File: src/logic/pfgmux_map.vh
// Register offsets, reset values and mode codes for the port F/G pin block
`ifndef PFGMUX_MAP_VH
`define PFGMUX_MAP_VH

// Register offsets, low 16 address bits
`define PFGMUX_OFS_PF_DIR 16'hFE3E
`define PFGMUX_OFS_PF_LAT 16'hFF0E
`define PFGMUX_OFS_PF_PIN 16'hFFBE
`define PFGMUX_OFS_PG_DIR 16'hFE3F
`define PFGMUX_OFS_PG_LAT 16'hFF0F
`define PFGMUX_OFS_PG_PIN 16'hFFBF

// Reset values
`define PFGMUX_RST_PF_DIR_BUS 8'h80
`define PFGMUX_RST_PF_DIR_SC 8'h00
`define PFGMUX_RST_PF_LAT 8'h00
`define PFGMUX_RST_PG_DIR_G4 5'h10
`define PFGMUX_RST_PG_DIR 5'h00
`define PFGMUX_RST_PG_LAT 5'h00

// Read values of write-only, reserved and unmapped locations
`define PFGMUX_RD_UNDEF 8'hFF
`define PFGMUX_RD_RSVD 3'h7
`define PFGMUX_RD_UNMAPPED 8'h00

// Operating modes
`define PFGMUX_MODE_4 3'h4
`define PFGMUX_MODE_5 3'h5
`define PFGMUX_MODE_6 3'h6
`define PFGMUX_MODE_7 3'h7

`endif

File: src/logic/pfgmux_top.v
// Port F and port G registers and pin function multiplexer
`timescale 1ns/1ps
`default_nettype none
`include "pfgmux_map.vh"

module pfgmux_top (
    // Clock, reset, clock enable
    input wire mclk,
    input wire rst_n,
    input wire ce,
    // Register port
    input wire [15:0] reg_addr,
    input wire [7:0] reg_wdata,
    input wire reg_wr,
    input wire reg_rd,
    output wire [7:0] reg_rdata,
    // Straps and standby, from pins
    input wire [2:0] mode,
    input wire bus16,
    input wire hw_standby_n,
    // Standby and pin function control, from chip logic
    input wire sw_standby,
    input wire standby_output_hold,
    input wire wait_pin_enable,
    input wire bus_release_enable,
    input wire tone_output_enable,
    // Alternate output sources from chip logic
    input wire system_clock_level,
    input wire tone_level,
    input wire address_strobe_n,
    input wire read_strobe_n,
    input wire high_byte_write_strobe_n,
    input wire low_byte_write_strobe_n,
    input wire bus_ack_n,
    input wire [3:0] chip_select_n,
    // Alternate inputs toward chip logic
    output wire wait_in_n,
    output wire bus_request_in_n,
    output wire ext_interrupt_2_n,
    output wire ext_interrupt_3_n,
    output wire ext_interrupt_6_n,
    output wire ext_interrupt_7_n,
    // Port F pins
    input wire [7:0] pf_pin_in,
    output wire [7:0] pf_pin_out,
    output wire [7:0] pf_pin_oe,
    // Port G pins
    input wire [4:0] pg_pin_in,
    output wire [4:0] pg_pin_out,
    output wire [4:0] pg_pin_oe
);

    ////////////////////////////////////////////////////////////////////////
    // Helpers

    // Pin-state view: output bits show the latch, input bits the pin
    function [7:0] pin_view;
        input [7:0] dir;
        input [7:0] lat;
        input [7:0] pin;
        begin
            pin_view = (dir & lat) | (~dir & pin);
        end
    endfunction

    ////////////////////////////////////////////////////////////////////////
    // Synchronisers for pin-side inputs

    reg [7:0] pf_meta_r;
    reg [7:0] pf_sync_r;
    reg [4:0] pg_meta_r;
    reg [4:0] pg_sync_r;
    reg [2:0] mode_meta_r;
    reg [2:0] mode_sync_r;
    reg bus16_meta_r;
    reg bus16_sync_r;
    reg hws_meta_n_r;
    reg hws_sync_n_r;

    // Not reset, so straps settle while reset is still held
    always @(posedge mclk) begin
        if (ce) begin
            pf_meta_r <= pf_pin_in;
            pf_sync_r <= pf_meta_r;
            pg_meta_r <= pg_pin_in;
            pg_sync_r <= pg_meta_r;
            mode_meta_r <= mode;
            mode_sync_r <= mode_meta_r;
            bus16_meta_r <= bus16;
            bus16_sync_r <= bus16_meta_r;
            hws_meta_n_r <= hw_standby_n;
            hws_sync_n_r <= hws_meta_n_r;
        end
    end

    ////////////////////////////////////////////////////////////////////////
    // Mode decode

    wire init_now;
    wire bus_mode;
    wire mode_45;
    wire bus_16bit;

    // Power-on reset and hardware standby initialise alike
    assign init_now = ~rst_n | ~hws_sync_n_r;
    assign bus_mode = (mode_sync_r == `PFGMUX_MODE_4) |
                      (mode_sync_r == `PFGMUX_MODE_5) |
                      (mode_sync_r == `PFGMUX_MODE_6);
    assign mode_45 = (mode_sync_r == `PFGMUX_MODE_4) |
                     (mode_sync_r == `PFGMUX_MODE_5);
    assign bus_16bit = bus_mode & bus16_sync_r;

    ////////////////////////////////////////////////////////////////////////
    // Registers

    reg [7:0] pf_dir_r;
    reg [7:0] pf_lat_r;
    reg [4:0] pg_dir_r;
    reg [4:0] pg_lat_r;
    reg [7:0] pf_view_r;
    reg [4:0] pg_view_r;
    reg [7:0] rdata_r;
    reg [7:0] rdata_nxt;

    wire hit_pf_dir;
    wire hit_pf_lat;
    wire hit_pf_pin;
    wire hit_pg_dir;
    wire hit_pg_lat;
    wire hit_pg_pin;

    assign hit_pf_dir = (reg_addr == `PFGMUX_OFS_PF_DIR);
    assign hit_pf_lat = (reg_addr == `PFGMUX_OFS_PF_LAT);
    assign hit_pf_pin = (reg_addr == `PFGMUX_OFS_PF_PIN);
    assign hit_pg_dir = (reg_addr == `PFGMUX_OFS_PG_DIR);
    assign hit_pg_lat = (reg_addr == `PFGMUX_OFS_PG_LAT);
    assign hit_pg_pin = (reg_addr == `PFGMUX_OFS_PG_PIN);

    // Manual reset and software standby do not touch these registers
    always @(posedge mclk) begin
        if (ce) begin
            if (init_now) begin
                pf_dir_r <= bus_mode ? `PFGMUX_RST_PF_DIR_BUS
                                     : `PFGMUX_RST_PF_DIR_SC;
                pf_lat_r <= `PFGMUX_RST_PF_LAT;
                pg_dir_r <= mode_45 ? `PFGMUX_RST_PG_DIR_G4
                                    : `PFGMUX_RST_PG_DIR;
                pg_lat_r <= `PFGMUX_RST_PG_LAT;
            end else if (reg_wr) begin
                if (hit_pf_dir) begin
                    pf_dir_r <= reg_wdata;
                end
                if (hit_pf_lat) begin
                    pf_lat_r <= reg_wdata;
                end
                if (hit_pg_dir) begin
                    pg_dir_r <= reg_wdata[4:0];
                end
                if (hit_pg_lat) begin
                    pg_lat_r <= reg_wdata[4:0];
                end
            end
        end
    end

    // Port G keeps only the low five bits of the byte-wide view
    wire [7:0] pg_view_full;
    assign pg_view_full = pin_view({3'h0, pg_dir_r}, {3'h0, pg_lat_r},
                                   {3'h0, pg_sync_r});

    // Pin-state view frozen during software standby
    always @(posedge mclk) begin
        if (ce) begin
            if (init_now | ~sw_standby) begin
                pf_view_r <= pin_view(pf_dir_r, pf_lat_r, pf_sync_r);
                pg_view_r <= pg_view_full[4:0];
            end
        end
    end

    ////////////////////////////////////////////////////////////////////////
    // Register read

    // Pin-state registers are read-only: writes to them are dropped
    always @* begin
        rdata_nxt = `PFGMUX_RD_UNMAPPED;
        if (hit_pf_dir) begin
            rdata_nxt = `PFGMUX_RD_UNDEF;
        end else if (hit_pf_lat) begin
            rdata_nxt = pf_lat_r;
        end else if (hit_pf_pin) begin
            rdata_nxt = pf_view_r;
        end else if (hit_pg_dir) begin
            rdata_nxt = `PFGMUX_RD_UNDEF;
        end else if (hit_pg_lat) begin
            rdata_nxt = {`PFGMUX_RD_RSVD, pg_lat_r};
        end else if (hit_pg_pin) begin
            rdata_nxt = {`PFGMUX_RD_RSVD, pg_view_r};
        end
    end

    // Data stand only in the cycle after the read strobe
    always @(posedge mclk) begin
        if (ce) begin
            if (~rst_n) begin
                rdata_r <= 8'h00;
            end else if (reg_rd) begin
                rdata_r <= rdata_nxt;
            end else begin
                rdata_r <= 8'h00;
            end
        end
    end

    assign reg_rdata = rdata_r;

    ////////////////////////////////////////////////////////////////////////
    // Pin function multiplexer

    reg [7:0] pf_out_nxt;
    reg [7:0] pf_oe_nxt;
    reg [7:0] pf_busctl;
    reg [4:0] pg_out_nxt;
    reg [4:0] pg_oe_nxt;
    reg [4:0] pg_busctl;
    reg [7:0] pf_out_r;
    reg [7:0] pf_oe_r;
    reg [4:0] pg_out_r;
    reg [4:0] pg_oe_r;

    wire bus_hiz;

    // Bus control outputs float in software standby unless held
    assign bus_hiz = sw_standby & ~standby_output_hold;

    // Latch is only read here, so it keeps its value under alternates
    always @* begin
        pf_out_nxt = pf_lat_r;
        pf_oe_nxt = pf_dir_r;
        pf_busctl = 8'h00;
        // F7: system clock out when output
        pf_out_nxt[7] = pf_dir_r[7] ? system_clock_level : 1'b0;
        // F6..F4: forced strobes in external bus modes
        if (bus_mode) begin
            pf_out_nxt[6] = address_strobe_n;
            pf_out_nxt[5] = read_strobe_n;
            pf_out_nxt[4] = high_byte_write_strobe_n;
            pf_oe_nxt[6:4] = 3'h7;
            pf_busctl[6:4] = 3'h7;
        end
        // F3: low write strobe on a 16-bit bus
        if (bus_16bit) begin
            pf_out_nxt[3] = low_byte_write_strobe_n;
            pf_oe_nxt[3] = 1'b1;
            pf_busctl[3] = 1'b1;
        end
        // F2: wait input when enabled
        if (bus_mode & wait_pin_enable) begin
            pf_oe_nxt[2] = 1'b0;
        end
        // F1: bus acknowledge, else tone, else port
        if (bus_mode & bus_release_enable) begin
            pf_out_nxt[1] = bus_ack_n;
            pf_oe_nxt[1] = 1'b1;
            pf_busctl[1] = 1'b1;
        end else if (tone_output_enable) begin
            pf_out_nxt[1] = tone_level;
            pf_oe_nxt[1] = 1'b1;
        end
        // F0: bus request input when release enabled
        if (bus_mode & bus_release_enable) begin
            pf_oe_nxt[0] = 1'b0;
        end
        if (bus_hiz) begin
            pf_oe_nxt = pf_oe_nxt & ~pf_busctl;
        end
    end

    always @* begin
        pg_out_nxt = pg_lat_r;
        pg_oe_nxt = pg_dir_r;
        pg_busctl = 5'h00;
        // G4..G1 carry chip selects 0..3 in external bus modes when set as outputs
        if (bus_mode) begin
            pg_out_nxt[4] = chip_select_n[0];
            pg_out_nxt[3] = chip_select_n[1];
            pg_out_nxt[2] = chip_select_n[2];
            pg_out_nxt[1] = chip_select_n[3];
            pg_busctl[4:1] = pg_dir_r[4:1];
        end
        if (bus_hiz) begin
            pg_oe_nxt = pg_oe_nxt & ~pg_busctl;
        end
    end

    // Registered pin drive; output enables are off while rst_n is low, not in hardware standby
    always @(posedge mclk) begin
        if (ce) begin
            if (~rst_n) begin
                pf_out_r <= 8'h00;
                pf_oe_r <= 8'h00;
                pg_out_r <= 5'h00;
                pg_oe_r <= 5'h00;
            end else begin
                pf_out_r <= pf_out_nxt;
                pf_oe_r <= pf_oe_nxt;
                pg_out_r <= pg_out_nxt;
                pg_oe_r <= pg_oe_nxt;
            end
        end
    end

    assign pf_pin_out = pf_out_r;
    assign pf_pin_oe = pf_oe_r;
    assign pg_pin_out = pg_out_r;
    assign pg_pin_oe = pg_oe_r;

    ////////////////////////////////////////////////////////////////////////
    // Alternate inputs toward chip logic

    reg wait_r;
    reg bus_req_r;
    reg ext_int2_r;
    reg ext_int3_r;
    reg ext_int6_r;
    reg ext_int7_r;

    // Inactive (high) whenever the pin is not in that function, except ext_interrupt_7_n, which follows G1 also while it carries chip select 3;
    // the pin still reads as a port bit, so software must not share it
    always @(posedge mclk) begin
        if (ce) begin
            if (~rst_n) begin
                wait_r <= 1'b1;
                bus_req_r <= 1'b1;
                ext_int2_r <= 1'b1;
                ext_int3_r <= 1'b1;
                ext_int6_r <= 1'b1;
                ext_int7_r <= 1'b1;
            end else begin
                wait_r <= (bus_mode & wait_pin_enable) ? pf_sync_r[2]
                                                       : 1'b1;
                bus_req_r <= (bus_mode & bus_release_enable) ? pf_sync_r[0]
                                                             : 1'b1;
                ext_int2_r <= (bus_mode & bus_release_enable) ? 1'b1
                                                              : pf_sync_r[0];
                ext_int3_r <= bus_16bit ? 1'b1 : pf_sync_r[3];
                ext_int6_r <= pg_sync_r[0];
                ext_int7_r <= pg_sync_r[1];
            end
        end
    end

    assign wait_in_n = wait_r;
    assign bus_request_in_n = bus_req_r;
    assign ext_interrupt_2_n = ext_int2_r;
    assign ext_interrupt_3_n = ext_int3_r;
    assign ext_interrupt_6_n = ext_int6_r;
    assign ext_interrupt_7_n = ext_int7_r;

endmodule // pfgmux_top

`default_nettype wire

File: config.mk
export PLATFORM = sky130hd
export DESIGN_NAME = pfgmux_top
export DESIGN_NICKNAME = d
export VERILOG_FILES = /design/src/logic/pfgmux_top.v
export VERILOG_INCLUDE_DIRS = /design/src /design/src/logic
export SDC_FILE = /design/constraint.sdc
export NUM_CORES = 1
export LEC_CHECK = 0
export BUFFER_PORTS_ARGS = -buffer_cell sky130_fd_sc_hd__buf_2
export CAP_MARGIN = 20
export CORE_ASPECT_RATIO = 0.5
export CORE_MARGIN = 5
export CORE_UTILIZATION = 50
export CTS_BUF_LIST = sky130_fd_sc_hd__clkbuf_8
export DETAILED_ROUTE_END_ITERATION = 12
export GPL_ROUTABILITY_DRIVEN = 1
export PLACE_DENSITY = 0.86
export SYNTH_ARGS = -nofsm -noshare
export SYNTH_HDL_FRONTEND = slang
export SYNTH_SLANG_ARGS = --single-unit
File: constraint.sdc
create_clock -name mclk -period 1.95 [get_ports mclk]
set_input_delay 0.2925 -clock mclk [delete_from_list [all_inputs] [get_ports mclk]]
set_output_delay 0.2925 -clock mclk [all_outputs]
set_load 0.02 [all_outputs]
==> flow_metrics.env <==
export IMPL_wirelength_um=11020
export IMPL_firstDrtPassIters=5
export IMPL_p_per_area_nw_per_um2=1017
export IMPL_r2r_end="pf_view_r[7]"
export IMPL_cts_tree="built"
export IMPL_root_buffer="clkbuf_8"
export IMPL_die_width_um=145.2
export IMPL_num_rows=24
export IMPL_vias_per_cell=5.750
export IMPL_synth_area_leaders="edfxtp_1 (76%), mux2_2 (3.2%), a21oi_1 (2.8%)"
export IMPL_wl_per_cell_um=19.93
export IMPL_power_leakage_nw=2.266
export IMPL_ir_drop_uv=611.1
export IMPL_antenna_found_initial=1
export IMPL_start_kind="flop"
export IMPL_placed_area_um2=5329
export IMPL_maxCapViolations=0
export IMPL_hold_class="input pin to flop"
export IMPL_clock_sinks=115
export IMPL_max_slew_margin_rel_pct=57.97
export IMPL_synth_edf_count=115
export IMPL_coreArea_um2=8798
export IMPL_dieArea_um2=11270
export IMPL_synth_async_sr_flop_share_pct=0
export IMPL_clock_skew_ns=0.01093
export IMPL_status="complete, no violations"
export IMPL_drtIter0Drc=335
export IMPL_start_util_pct=51.93
export IMPL_cts_setup_buffers=0
export IMPL_synth_most_common_cell="edfxtp_1"
export IMPL_post_cts_resized=0
export IMPL_grt_overflow_total=0
export IMPL_hold_depth=1
export IMPL_fin_crit_sh_pct=85.02
export IMPL_worstPathRequired_ns=2.08
export IMPL_worstSetupPathType="flop to flop"
export IMPL_avgSynthCellArea_um2=15.65
export IMPL_fin_crit_ns=1.658
export IMPL_syn_cell_area_um2=4569
export IMPL_grt_pass1_wl_um=17250
export IMPL_cts_buffers=17
export IMPL_grt_usage_pct=19.87
export IMPL_vias=3180
export IMPL_rr_worst_depth=3
export IMPL_drc=0
export IMPL_area_growth_pct=26.15
export IMPL_whs_endpoint="pg_meta_r[2]"
export IMPL_port_buffers=102
export IMPL_htreeDepth=4
export IMPL_finalSetupViolCount=0
export IMPL_ant_nets=0
export IMPL_die_y_um=77.60
export IMPL_finalNetCount=485
export IMPL_grt_pass1_vias=3262
export IMPL_dp_hpwl_um=7465
export IMPL_ys_top_cells_by_count="edfxtp_1 (115), nand2_1 (27), a21oi_1 (26)"
export IMPL_drive_gt1_share_pct=39.08
export IMPL_grt_max_degree=44
export IMPL_synth_area_leader_cell="edfxtp_1"
export IMPL_syn_nets=355
export IMPL_cp_end_kind="flop"
export IMPL_hold_start="pg_pin_in[2]"
export IMPL_synth_cells=292
export IMPL_reg2reg_from="hws_sync_n_r"
export IMPL_io_pins=103
export IMPL_synth_flop_cell="edfxtp_1"
export IMPL_rsz0062_at_grt="false"
export IMPL_hold_buffers=0
export IMPL_clk_latency_ns=0.42
export IMPL_gp_congestion=0.9193
export IMPL_yosysSeqAreaShare_pct=75.58
export IMPL_finalHoldViolations=0
export IMPL_setup_tns_ns=0
export IMPL_clockBufferDepth=2
export IMPL_cp_max_fo=9
export IMPL_fin_area_um2=5764
export IMPL_yosysUniqueCellTypes=38
export IMPL_tightest_slew_ns=0.6291
export IMPL_clk_pin_slew_ns=0.07
export IMPL_ys_ff_latch=115
export IMPL_max_clock_freq_ghz=0.6032
export IMPL_reg2reg_slack_ns=0.29
export IMPL_worstPathArrival_ns=1.79
export IMPL_drv_slew=0
export IMPL_synth_top_cell_area_share_pct=75.58
export IMPL_startpoint="hws_sync_n_r"
export IMPL_synth_warnings=0
## state kept, by name (all words and copies together) (netlist names), 8 cells and up
signal	cells
reg_rdata	8
pf_pin_out	8
pf_meta_r	8
pf_pin_oe	8
pf_dir_r	8
pf_view_r	8
pf_sync_r	8
pf_lat_r	8
## per-stage QoR
| step | hold slack, ns | setup slack [ns] | cells | total power [mW] | utilization (%) |
|---|---|---|---|---|---|
| finish | 0.03923 | 0.2922 | 553 | 5.862 | 65.51 |
| floorplan | 0.3914 | 0.06327 | 292 | 3.231 | - |
| global placement | 0.4012 | 0.05689 | 519 | 3.463 | 60.44 |
| CTS | 0.02832 | 0.3084 | 552 | 5.862 | 65.49 |
| detailed placement | 0.4045 | 0.1087 | 520 | 3.488 | 60.57 |
| global route | 0.01480 | 0.1834 | 553 | 6.057 | 65.51 |
## layout by cell type (no fill, tap or decap), drive strengths merged, types with 2 or more instances in the layout
cell      n
or3b      2
buf     119
o32ai     5
nand3     6
and2     11
a211oi    2
nand2    27
clkinv    5
inv       5
nand2b    3
nand3b    2
o21bai    2
a22o      5
nand4     3
nor4      2
o21a      8
edfxtp  115
nor2      8
o21ai     5
nor3      3
a21boi    6
bufinv    5
clkbuf   17
and3     19
mux2     13
a21oi    26
## how the worst max path moves through the flow
stage	end	slack [ns]
floorplan	pf_dir_r[0]	0.06
global placement	pg_view_r[0]	0.06
detailed placement	reg_rdata[4]	0.11
CTS	pf_view_r[7]	0.31
global route	pf_pin_oe[3]	0.18
finish	pf_view_r[7]	0.29
## metal layers
metal | global-route usage (%) | vias up | routed length [um]
li1 | - | 1403 | -
met1 | 24.49 | 1529 | 4334
met2 | 31.57 | 218 | 5234
met3 | 8.906 | 30 | 1234
met4 | 7.076 | 0 | 218
met5 | 0 | - | 0
## critical path, cell delays in order, from the launching register on
cell and delay [ns]:
edfxtp_1 0.40, and2_1 0.20, a21boi_1 0.53, buf_6 0.24
## cell type report
cell class	count	area [um2]
sequential	115	3453
fill	593	3034
timing repair buffer	119	644.4
inverter	1	3.754
clock inverter	15	198.9
clock buffer	17	234.0
tap	117	146.4
antenna	1	2.502
multi-input combinational	168	1081
## power breakdown
part | internal [mW] | switching, mW | total, mW
registers | 2.92 | 0.0717 | 2.99
clock network | 1.49 | 0.919 | 2.41
logic | 0.182 | 0.283 | 0.466
## cell families (layout without fill, tap and decap cells)
logic type	after synthesis	in the layout	share of synthesized area [%]
simple gates	94	94	11.28
other cells	0	1	0
buf+inv	9	152	0.7666
mux	14	14	3.423
flops	115	115	75.57
compound gates	60	60	8.954
(Power assumes the default switching activity.)
